$ cat config.mk
export PLATFORM = sky130hd
export DESIGN_NAME = sadc_seq
export DESIGN_NICKNAME = d
export VERILOG_FILES = /design/src/core/sadc_pkg.sv /design/src/core/sadc_sar.sv /design/src/core/sadc_seq.sv
export SDC_FILE = /design/constraint.sdc
export NUM_CORES = 1
export LEC_CHECK = 0
export BUFFER_PORTS_ARGS = -buffer_cell sky130_fd_sc_hd__buf_4
export CELL_PAD_IN_SITES_DETAIL_PLACEMENT = 1
export CELL_PAD_IN_SITES_GLOBAL_PLACEMENT = 2
export CORE_ASPECT_RATIO = 0.75
export CORE_MARGIN = 5
export CORE_UTILIZATION = 36
export CTS_CLUSTER_DIAMETER = 120
export DETAILED_ROUTE_END_ITERATION = 8
export GPL_TIMING_DRIVEN = 0
export PLACE_DENSITY = 0.88
export SYNTH_ARGS = -nofsm -noshare
export SYNTH_HDL_FRONTEND = slang
export SYNTH_SLANG_ARGS = --single-unit
$ cat constraint.sdc
create_clock -name mclk -period 5.47 [get_ports mclk]
set_input_delay 0 -clock mclk [delete_from_list [all_inputs] [get_ports mclk]]
set_output_delay 0 -clock mclk [all_outputs]
set_load 0.01 [all_outputs]
$ cat src/core/sadc_pkg.sv
// Purpose: Shared constants for the converter sequencer
// Assumes: One main clock, synchronous active-low reset
// Notes:   Times are in main-clock periods
package sadc_pkg;
   localparam int unsigned DATA_W       = 8;
   localparam int unsigned ADDR_W       = 12;
   localparam logic [11:0] RESULT_ADDR  = 12'hfda;
   localparam logic [11:0] MODE_ADDR    = 12'hfd8;
   localparam logic [7:0]  MODE_RESET   = 8'h04;
   localparam int unsigned CH_LO        = 4;
   localparam int unsigned CH_HI        = 6;
   localparam int unsigned DONE_BIT     = 2;
   localparam int unsigned START_BIT    = 3;
   localparam int unsigned BIAS_BIT     = 1;
   localparam int unsigned CH_W         = 3;
   localparam int unsigned START_DLY    = 16;
   localparam int unsigned CONV_CYC     = 168;
   localparam int unsigned SAMPLE_CYC   = 8;
   localparam int unsigned STEP_CYC     = 20;
   localparam int unsigned CNT_W        = 8;
   typedef enum logic [1:0] {
      SADC_IDLE,
      SADC_WAIT,
      SADC_SAMPLE,
      SADC_CONV
   } sadc_state_e;
endpackage

$ cat src/core/sadc_sar.sv
// Purpose: Successive-approximation bit trial register
// Assumes: Comparator output is settled when step is pulsed
// Notes:   MSB first; one decided bit per step pulse
`timescale 1ns/1ps
`default_nettype none
module sadc_sar #(
   parameter int unsigned WIDTH = sadc_pkg::DATA_W
) (
   input  wire logic             mclk,
   input  wire logic             rst_b,
   input  wire logic             clear,
   input  wire logic             step,
   input  wire logic             cmp_high,
   output logic [WIDTH-1:0]      trial,
   output logic                  last
);
   logic [WIDTH-1:0] mask;
   assign last = mask[0];
   always_ff @(posedge mclk) begin
      if (!rst_b || clear) begin
         mask  <= {1'b1, {(WIDTH-1){1'b0}}};
         trial <= {1'b1, {(WIDTH-1){1'b0}}};
      end else if (step) begin
         // Keep the tried bit only when input is at or above the trial level
         trial <= (cmp_high ? trial : (trial & ~mask)) | (mask >> 1);
         mask  <= mask >> 1;
      end
   end
endmodule
`default_nettype wire

$ cat src/core/sadc_seq.sv
// Purpose: Mode register, start delay, sample and convert sequencing
// Assumes: Register access on a simple data-memory strobe interface
// Notes:   Result output is registered; no bus other than data memory
`timescale 1ns/1ps
`default_nettype none
// Notes on behaviour
// - Bits 6 to 4 of the mode register pick one of eight analog channels.
// - Bit 1 of the mode register drives the comparator bias select.
// - Reset loads the mode register with 04h, only the done flag set.
// - The mode register is written whole, and bits 2 and 3 also singly.
// - Writing one to the start bit launches a conversion and it self-clears.
// - Within sixteen main clocks of start the done flag clears and work begins.
// - Sampling and conversion take 168 clocks, then result loads and done sets.
// - The result holds old data through the start delay, is undefined while sampling or converting, then new.
// - The result register is read only and ignores writes.
// - The result sits at address fdah and is undefined after reset.
// - The converter runs on the main clock and stops in stop or halt mode.
module sadc_seq
   import sadc_pkg::*;
(
   input  wire logic                    mclk,
   input  wire logic                    rst_b,
   input  wire logic [sadc_pkg::ADDR_W-1:0] addr,
   input  wire logic                    wr_byte,
   input  wire logic                    wr_bit,
   input  wire logic [2:0]              bit_sel,
   input  wire logic                    bit_val,
   input  wire logic [sadc_pkg::DATA_W-1:0] wdata,
   input  wire logic                    rd,
   input  wire logic                    stop_mode,
   input  wire logic                    halt_mode,
   input  wire logic                    system_clock_select,
   input  wire logic                    cmp_high,
   output logic [sadc_pkg::DATA_W-1:0]  rdata,
   output logic [sadc_pkg::CH_W-1:0]    channel_sel,
   output logic                         bias_select_bit,
   output logic                         sample_hold,
   output logic [sadc_pkg::DATA_W-1:0]  dac_code,
   output logic                         busy
);
   import sadc_pkg::*;

   localparam logic [CNT_W-1:0] DLY_END  = CNT_W'(START_DLY - 1);
   localparam logic [CNT_W-1:0] SMP_END  = CNT_W'(SAMPLE_CYC - 1);
   localparam logic [CNT_W-1:0] STEP_END = CNT_W'(STEP_CYC - 1);

   sadc_state_e            state;
   logic [DATA_W-1:0]      conversion_mode_register;
   logic [DATA_W-1:0]      approximation_result_register;
   logic [CNT_W-1:0]       cnt;
   logic                   run_ok;
   logic                   hit_mode;
   logic                   start_req;
   logic                   sar_clear;
   logic                   sar_step;
   logic                   sar_last;
   logic [DATA_W-1:0]      sar_trial;
   logic                   finish;

   function automatic logic [DATA_W-1:0] set_bit(
      input logic [DATA_W-1:0] v,
      input logic [2:0]        idx,
      input logic              val
   );
      logic [DATA_W-1:0] r;
      r = v;
      r[idx] = val;
      return r;
   endfunction

   // Subsystem clock or stop/halt freezes the sequence in place
   assign run_ok   = !stop_mode && !halt_mode && !system_clock_select;
   assign hit_mode = (addr == MODE_ADDR);
   assign start_req = conversion_mode_register[START_BIT];
   assign sar_step = (state == SADC_CONV) && run_ok && (cnt == STEP_END);
   assign sar_clear = (state == SADC_SAMPLE);
   assign finish   = sar_step && sar_last;

   sadc_sar #(
      .WIDTH    (DATA_W)
   ) u_sar (
      .mclk     (mclk),
      .rst_b    (rst_b),
      .clear    (sar_clear),
      .step     (sar_step),
      .cmp_high (cmp_high),
      .trial    (sar_trial),
      .last     (sar_last)
   );

   // Mode register; hardware done/start updates win over software writes
   always_ff @(posedge mclk) begin
      if (!rst_b) begin
         conversion_mode_register <= MODE_RESET;
      end else begin
         logic [DATA_W-1:0] nv;
         nv = conversion_mode_register;
         if (hit_mode && wr_byte)
            nv = wdata;
         else if (hit_mode && wr_bit &&
                  (bit_sel == 3'(DONE_BIT) || bit_sel == 3'(START_BIT)))
            nv = set_bit(nv, bit_sel, bit_val);
         nv[0] = 1'b0;
         nv[7] = 1'b0;
         if (state == SADC_IDLE && start_req && run_ok)
            nv[START_BIT] = 1'b0;
         if (state == SADC_WAIT && run_ok && cnt == DLY_END)
            nv[DONE_BIT] = 1'b0;
         if (finish)
            nv[DONE_BIT] = 1'b1;
         conversion_mode_register <= nv;
      end
   end

   // Sequencer: start delay, sample window, eight bit trials
   always_ff @(posedge mclk) begin
      if (!rst_b) begin
         state <= SADC_IDLE;
         cnt   <= '0;
      end else if (run_ok) begin
         unique case (state)
            SADC_IDLE: begin
               cnt <= '0;
               if (start_req)
                  state <= SADC_WAIT;
            end
            SADC_WAIT: begin
               cnt <= cnt + 1'b1;
               if (cnt == DLY_END) begin
                  state <= SADC_SAMPLE;
                  cnt   <= '0;
               end
            end
            SADC_SAMPLE: begin
               cnt <= cnt + 1'b1;
               if (cnt == SMP_END) begin
                  state <= SADC_CONV;
                  cnt   <= '0;
               end
            end
            SADC_CONV: begin
               // 8 sample + 8 x 20 trial clocks = 168
               cnt <= (cnt == STEP_END) ? '0 : cnt + 1'b1;
               if (finish)
                  state <= SADC_IDLE;
            end
         endcase
      end
   end

   // Result is written only by the converter; no reset value
   always_ff @(posedge mclk) begin
      if (finish)
         approximation_result_register <= {sar_trial[DATA_W-1:1],
            cmp_high};
   end

   // Read data; the result shows trial bits while sampling or converting, i.e. undefined
   always_ff @(posedge mclk) begin
      if (!rst_b) begin
         rdata <= '0;
      end else if (rd) begin
         if (hit_mode)
            rdata <= conversion_mode_register;
         else if (addr == RESULT_ADDR)
            rdata <= (state == SADC_SAMPLE || state == SADC_CONV) ?
                     sar_trial : approximation_result_register;
         else
            rdata <= '0;
      end
   end

   // Analog-side controls
   always_ff @(posedge mclk) begin
      if (!rst_b) begin
         channel_sel     <= '0;
         bias_select_bit <= 1'b0;
         sample_hold     <= 1'b0;
         dac_code        <= '0;
         busy            <= 1'b0;
      end else begin
         channel_sel     <= conversion_mode_register[CH_HI:CH_LO];
         bias_select_bit <= conversion_mode_register[BIAS_BIT];
         sample_hold     <= (state == SADC_SAMPLE);
         dac_code        <= sar_trial;
         busy            <= (state != SADC_IDLE);
      end
   end
endmodule
`default_nettype wire
Word level (Yosys, flattened, before mapping)
Index checks and enable logic that the tools add are counted.
{"block": "classes", "magnitude_cmp": 2, "eq_ne": 14, "addsub": 1, "n_bitwise": 4, "n_reduce_logical": 27, "n_shift": 0, "muxes": 19, "div": 0, "n_mul": 0}
{"operator": "$mux W8", "count": 7}
{"operator": "$pmux W8 S4", "count": 1}
{"operator": "$eq A12 B12 Y1 const B", "count": 2}
{"operator": "$mux W7", "count": 2}
{"operator": "$logic_and A1 B1 Y1", "count": 13}
{"operator": "$add A8 B1 Y8 const B", "count": 1}
{"operator": "$and A8 B8 Y8", "count": 1}
{"operator": "$bwmux W8", "count": 1}
{"operator": "$eq A8 B3 Y1 const B", "count": 1}
{"operator": "$eq A8 B4 Y1 const B", "count": 1}
{"operator": "$eq A8 B5 Y1 const B", "count": 1}
{"operator": "$mux W2", "count": 4}
{"operator": "$not A8 Y8", "count": 1}
{"operator": "$or A8 B7 Y8", "count": 1}
{"operator": "$pmux W2 S4", "count": 1}
{"operator": "$eq A3 B2 Y1 const B", "count": 2}
{"operator": "$ne A2 B2 Y1 const B", "count": 3}
{"operator": "$reduce_and A5 Y1", "count": 1}
{"operator": "$eq A2 B2 Y1 const B", "count": 2}
{"operator": "$logic_not A1 Y1", "count": 4}
{"operator": "$lt A3 B4 Y1 const B", "count": 1}
{"operator": "$reduce_bool A2 Y1", "count": 2}
{"operator": "$reduce_or A2 Y1", "count": 2}
{"operator": "$demux W1 S3", "count": 1}
{"operator": "other kinds (8)", "count": 11}
{"block": "word_totals", "ramBits": 0, "latchBits": 0, "out_inout_bits": 22, "regBits": 62, "in_bits": 33, "mem_count": 0, "rom_bits": 0}

Depth between registers and ports, before layout
{"block": "depth", "word_depth": 8, "ltp_mapped": 7}

Cells and area by module
Synthesis repeated with hierarchy kept, for this count alone.
{"block": "hier_totals", "cells_unflattened": 268, "area_unflattened_um2": 2745.1}
{"mod": "sadc_seq", "area_per_inst_um2": 2097.0, "n_inst": 1, "seq_area_each_um2": 1001.0, "cells_per_inst": 206}
{"mod": "sadc_sar", "area_per_inst_um2": 648.1, "n_inst": 1, "seq_area_each_um2": 320.3, "cells_per_inst": 62}

Worst setup path before layout
Ideal clock, no wire load.
{"block": "synth_timing", "kind": "register -> register", "start": "register cnt[0]", "end": "register approximation_result_register[0] (enable)", "required_ns": 5.100, "stages_incl_launch_ff": 6, "setup_slack_ns": 3.482, "setup_ns": 0.370, "n_path_buf": 1, "t_arrival_ns": 1.617, "path_cell_list": "dfxtp_1 ha_1 and4bb_4 nand4_2 buf_2 nor2_1"}
{"block": "synth_via", "elab_chain_cells": 3}
{"element": "start, declared", "line_no": "sadc_seq.sv:50", "source": "logic [CNT_W-1:0] cnt;"}
{"element": "start signal, assigned", "line_no": "sadc_seq.sv:128", "source": "cnt <= cnt + 1'b1;"}
{"element": "start signal, assigned", "line_no": "sadc_seq.sv:135", "source": "cnt <= cnt + 1'b1;"}
{"element": "start signal, assigned", "line_no": "sadc_seq.sv:143", "source": "cnt <= (cnt == STEP_END) ? '0 : cnt + 1'b1;"}
{"element": "$eq A8 B5 Y1", "line_no": "sadc_seq.sv:75", "source": "assign sar_step = (state == SADC_CONV) && run_ok && (cnt == STEP_END);"}
{"element": "$logic_and A1 B1 Y1", "line_no": "sadc_seq.sv:75"}
{"element": "$logic_and A1 B1 Y1", "line_no": "sadc_seq.sv:77", "source": "assign finish = sar_step && sar_last;"}
{"element": "named net finish", "line_no": "sadc_seq.sv:58", "source": "logic finish;"}
{"element": "end signal, assigned", "line_no": "sadc_seq.sv:154", "source": "approximation_result_register <= {sar_trial[DATA_W-1:1],"}
{"element": "end, declared", "line_no": "sadc_seq.sv:49", "source": "logic [DATA_W-1:0] approximation_result_register;"}
The timed path passes the listed nets, and every way through them passes these cells.
A chain may end at the register's enable or synchronous reset.

Worst setup path in the final report
{"block": "layout_timing", "start": "register cnt[0]", "end": "register approximation_result_register[4] (enable)"}
Same word-level chain as after synthesis.

==> metrics.cfg <==
[outcome]
status = completed

[worst_setup_path]
endpoint_kind = flop
crit_required_ns = 5.45
critical_path_buf_inv_count = 1
crit_fanout = 10
cp_top_family = simple AND/OR/NAND/NOR gates
arrival_ns = 2.37
criticalPathCategory = flop to flop
slowest_stage = nor2_1
cp-start-kind = flop
cpPeakStageDelay_ns = 0.51
worstPathCellList = ha_1, and4bb_4, nand4_2, buf_2, nor2_1

[yosys]
yosys-top-cells-area = dfxtp_1 (40%), edfxtp_1 (8.9%), mux2i_1 (6.0%)
synth_edf_count = 8
ys_types = 52
ys_seq_area_share_pct = 49.14
synth.most_common_cell = dfxtp_1
yosysWarnings = 0
async_flop_share_pct = 0
syn-num-nets = 302
synth_top_area_cell = dfxtp_1
synth_top_area_share_pct = 40.20
synthesis.area_mm2 = 0.002689
synth_area_per_cell_um2 = 10.22
ys_ff_latch = 62
syn_inst = 263
synth_flop_cell = dfxtp_1
synthTopCellsByCount = dfxtp_1 (54), nand2_1 (39), a21oi_1 (16), mux2i_1 (16), and2_1 (15)

[route]
viasPerCell = 4.890
drtIter0Drc = 60
remaining_drc_errors = 0
routed_wl_mm = 6.650
antenna_left = 0
vias = 2142
wl_per_cell_um = 15.18
drt_pass1_iterations = 4

[timing]
fin_crit_sh_pct = 43.79
fin_setup_tns_ns = 0
final_hold_viol_count = 0
slew_violations = 0
rsz0062_at_grt = false
maxSlewHeadroom_pct = 57.26
period_needed_ns = 2.395
tightestPinTransition_ns = 0.6387
finClkSkew_ns = 0.008066
final-setup-viol-count = 0
whs_ns = 0.02457
timing.fmax_mhz = 417.5
setup_slack_ns = 3.075

[power]
pwr-share-clk_pct = 43.5
pwr-share-seq_pct = 51.4
max-vdd-ir-drop_v = 0.0001166
power_frac_comb_pct = 5.1
p_int_uw = 693.7
total_leakage_power_nw = 1.373
p_per_area_mw_per_mm2 = 259.1
p_sw_uw = 201.8
switching_share_pct = 22.54

[grt]
grt_pass1_wl_mm = 10.84
grt_max_degree = 12
grt_usage_pct = 15.13
gr-total-overflow = 0
grt_pass1_vias = 2274
antenna_found_initial = 0

[final_layout]
fin_util_pct = 47.36
area.growth.synth_to_final_pct = 28.52
drive_above_1_share_pct = 25.82
fillCellCount = 844
fin_nets = 371
final_cells = 438
antenna_cells = 0

[clocking]
ctsLongestPathBuffers = 2
postCtsSetupBuffers = 0
cts_tree = yes
cts_buffers = 9
cts-root-buf = clkbuf_8
htreeDepth = 3
cts_hold_buf = 6
clock_latency_ns = 0.34
clk_pin_slew_worst_paths_ns = 0.07
cts.sinks = 62
cts_resized = 0

[flow_run]
max_cap_viol_count = 0

[place]
dp_hpwl_mm = 5.103
gp_congestion = 0.7676
port_buffers = 52
dp_slack_ns = 3.077
placed_cells = 416

[die]
io_pins = 55
row_count = 27
start_util_pct = 36.85
core-area_mm2 = 0.007297
die_w_um = 109.8
dieArea_mm2 = 0.009315
dieHeight_um = 84.85

[min_path]
holdCritPathClass = input pin to flop

-- stage by stage --
step	total power, mW	area [um2]
global placement	0.5123	3206
detailed placement	0.5132	3206
CTS	0.9079	3456
global route	0.9334	3456
floorplan	0.4876	2689
finish	0.8955	3456
-- final timing paths --
kind | slack [ns] | end | startpoint | depth (start not counted)
hold / removal | 0.02 | rdata[0] | rd | 3
setup / recovery | 3.07 | approximation_result_register[4] | cnt[0] | 5
hold reg to reg | 0.46 | u_sar.mask[0] | u_sar.mask[0] | 2
setup reg to reg | 3.07 | approximation_result_register[4] | cnt[0] | 5
-- flip-flops by register name, summed over array words and instances, names as in the netlist --
name	count
u_sar.mask	8
rdata	8
dac_code	8
approximation_result_register	8
busy	1
bias_select_bit	1
cnt	8
u_sar.trial	8
conversion_mode_register	6
sample_hold	1
state	2
channel_sel	3
-- power groups by stage --
stage | Combinational [mW] | Sequential (mW) | Clock [mW]
global route | 0.0495 | 0.460 | 0.423
detailed placement | 0.0422 | 0.471 | 0
floorplan | 0.0165 | 0.471 | 0
finish | 0.0456 | 0.461 | 0.389
global placement | 0.0413 | 0.471 | 0
CTS | 0.0460 | 0.461 | 0.401
-- area by class of cell --
type / instances / area [um2] / share of cell area (%)
Buffer: 10 / 52.55 / 1.521
Clock buffer: 10 / 127.6 / 3.693
Clock inverter: 6 / 62.56 / 1.810
Inverter: 12 / 45.04 / 1.303
Multi-Input combinational cell: 179 / 1270 / 36.75
Sequential cell: 62 / 1321 / 38.23
Tap cell: 101 / 126.4 / 3.657
Timing Repair Buffer: 58 / 450.4 / 13.03
-- kinds of logic (layout without fill, tap and decap cells) --
| logic type | after synthesis | in the layout | share of synthesized area [%] |
|---|---|---|---|
| AND/OR/NAND/NOR | 105 | 105 | 23.64 |
| flip-flops | 62 | 62 | 49.14 |
| AO/OA/AOI/OAI | 46 | 46 | 12.89 |
| buffers and inverters | 22 | 96 | 3.629 |
| multiplexers | 16 | 16 | 5.956 |
| adder cells (fa/ha/maj) | 6 | 6 | 2.792 |
| XOR/XNOR | 6 | 6 | 1.954 |
-- per-layer routing --
metal / global-route usage (%) / vias up / share of wire (%)
li1: - / 1072 / -
met1: 18.57 / 1018 / 47
met2: 24.94 / 42 / 47
met3: 4.867 / 10 / 5.2
met4: 5.096 / 0 / 1.2
met5: 0 / - / 0
-- worst reg2reg max path, cell delays in order (launching register included) --
cell      delay [ns]
dfxtp_1         0.37
ha_1            0.31
and4bb_4        0.30
nand4_2         0.25
buf_2           0.29
nor2_1          0.51
-- layout by cell type, fill, tap and decap left out, types with 3 or more instances in the layout --
cell,synthesis,routed
mux2i_1,16,16
clkinvlp_4,0,3
ha_1,6,6
and2_1,15,15
inv_1,12,12
o31ai_1,7,7
xor2_1,5,5
o21ai_0,3,3
nor2_1,11,11
dlygate4sd3_1,0,6
a21oi_1,16,16
clkbuf_8,1,10
buf_4,0,52
clkbuf_1,3,4
nand2_1,39,39
nor2b_1,8,8
dfxtp_1,54,54
buf_2,3,3
o211ai_1,6,6
nand4_1,7,7
edfxtp_1,8,8
No activity file was read; power rests on OpenSTA's default activity.
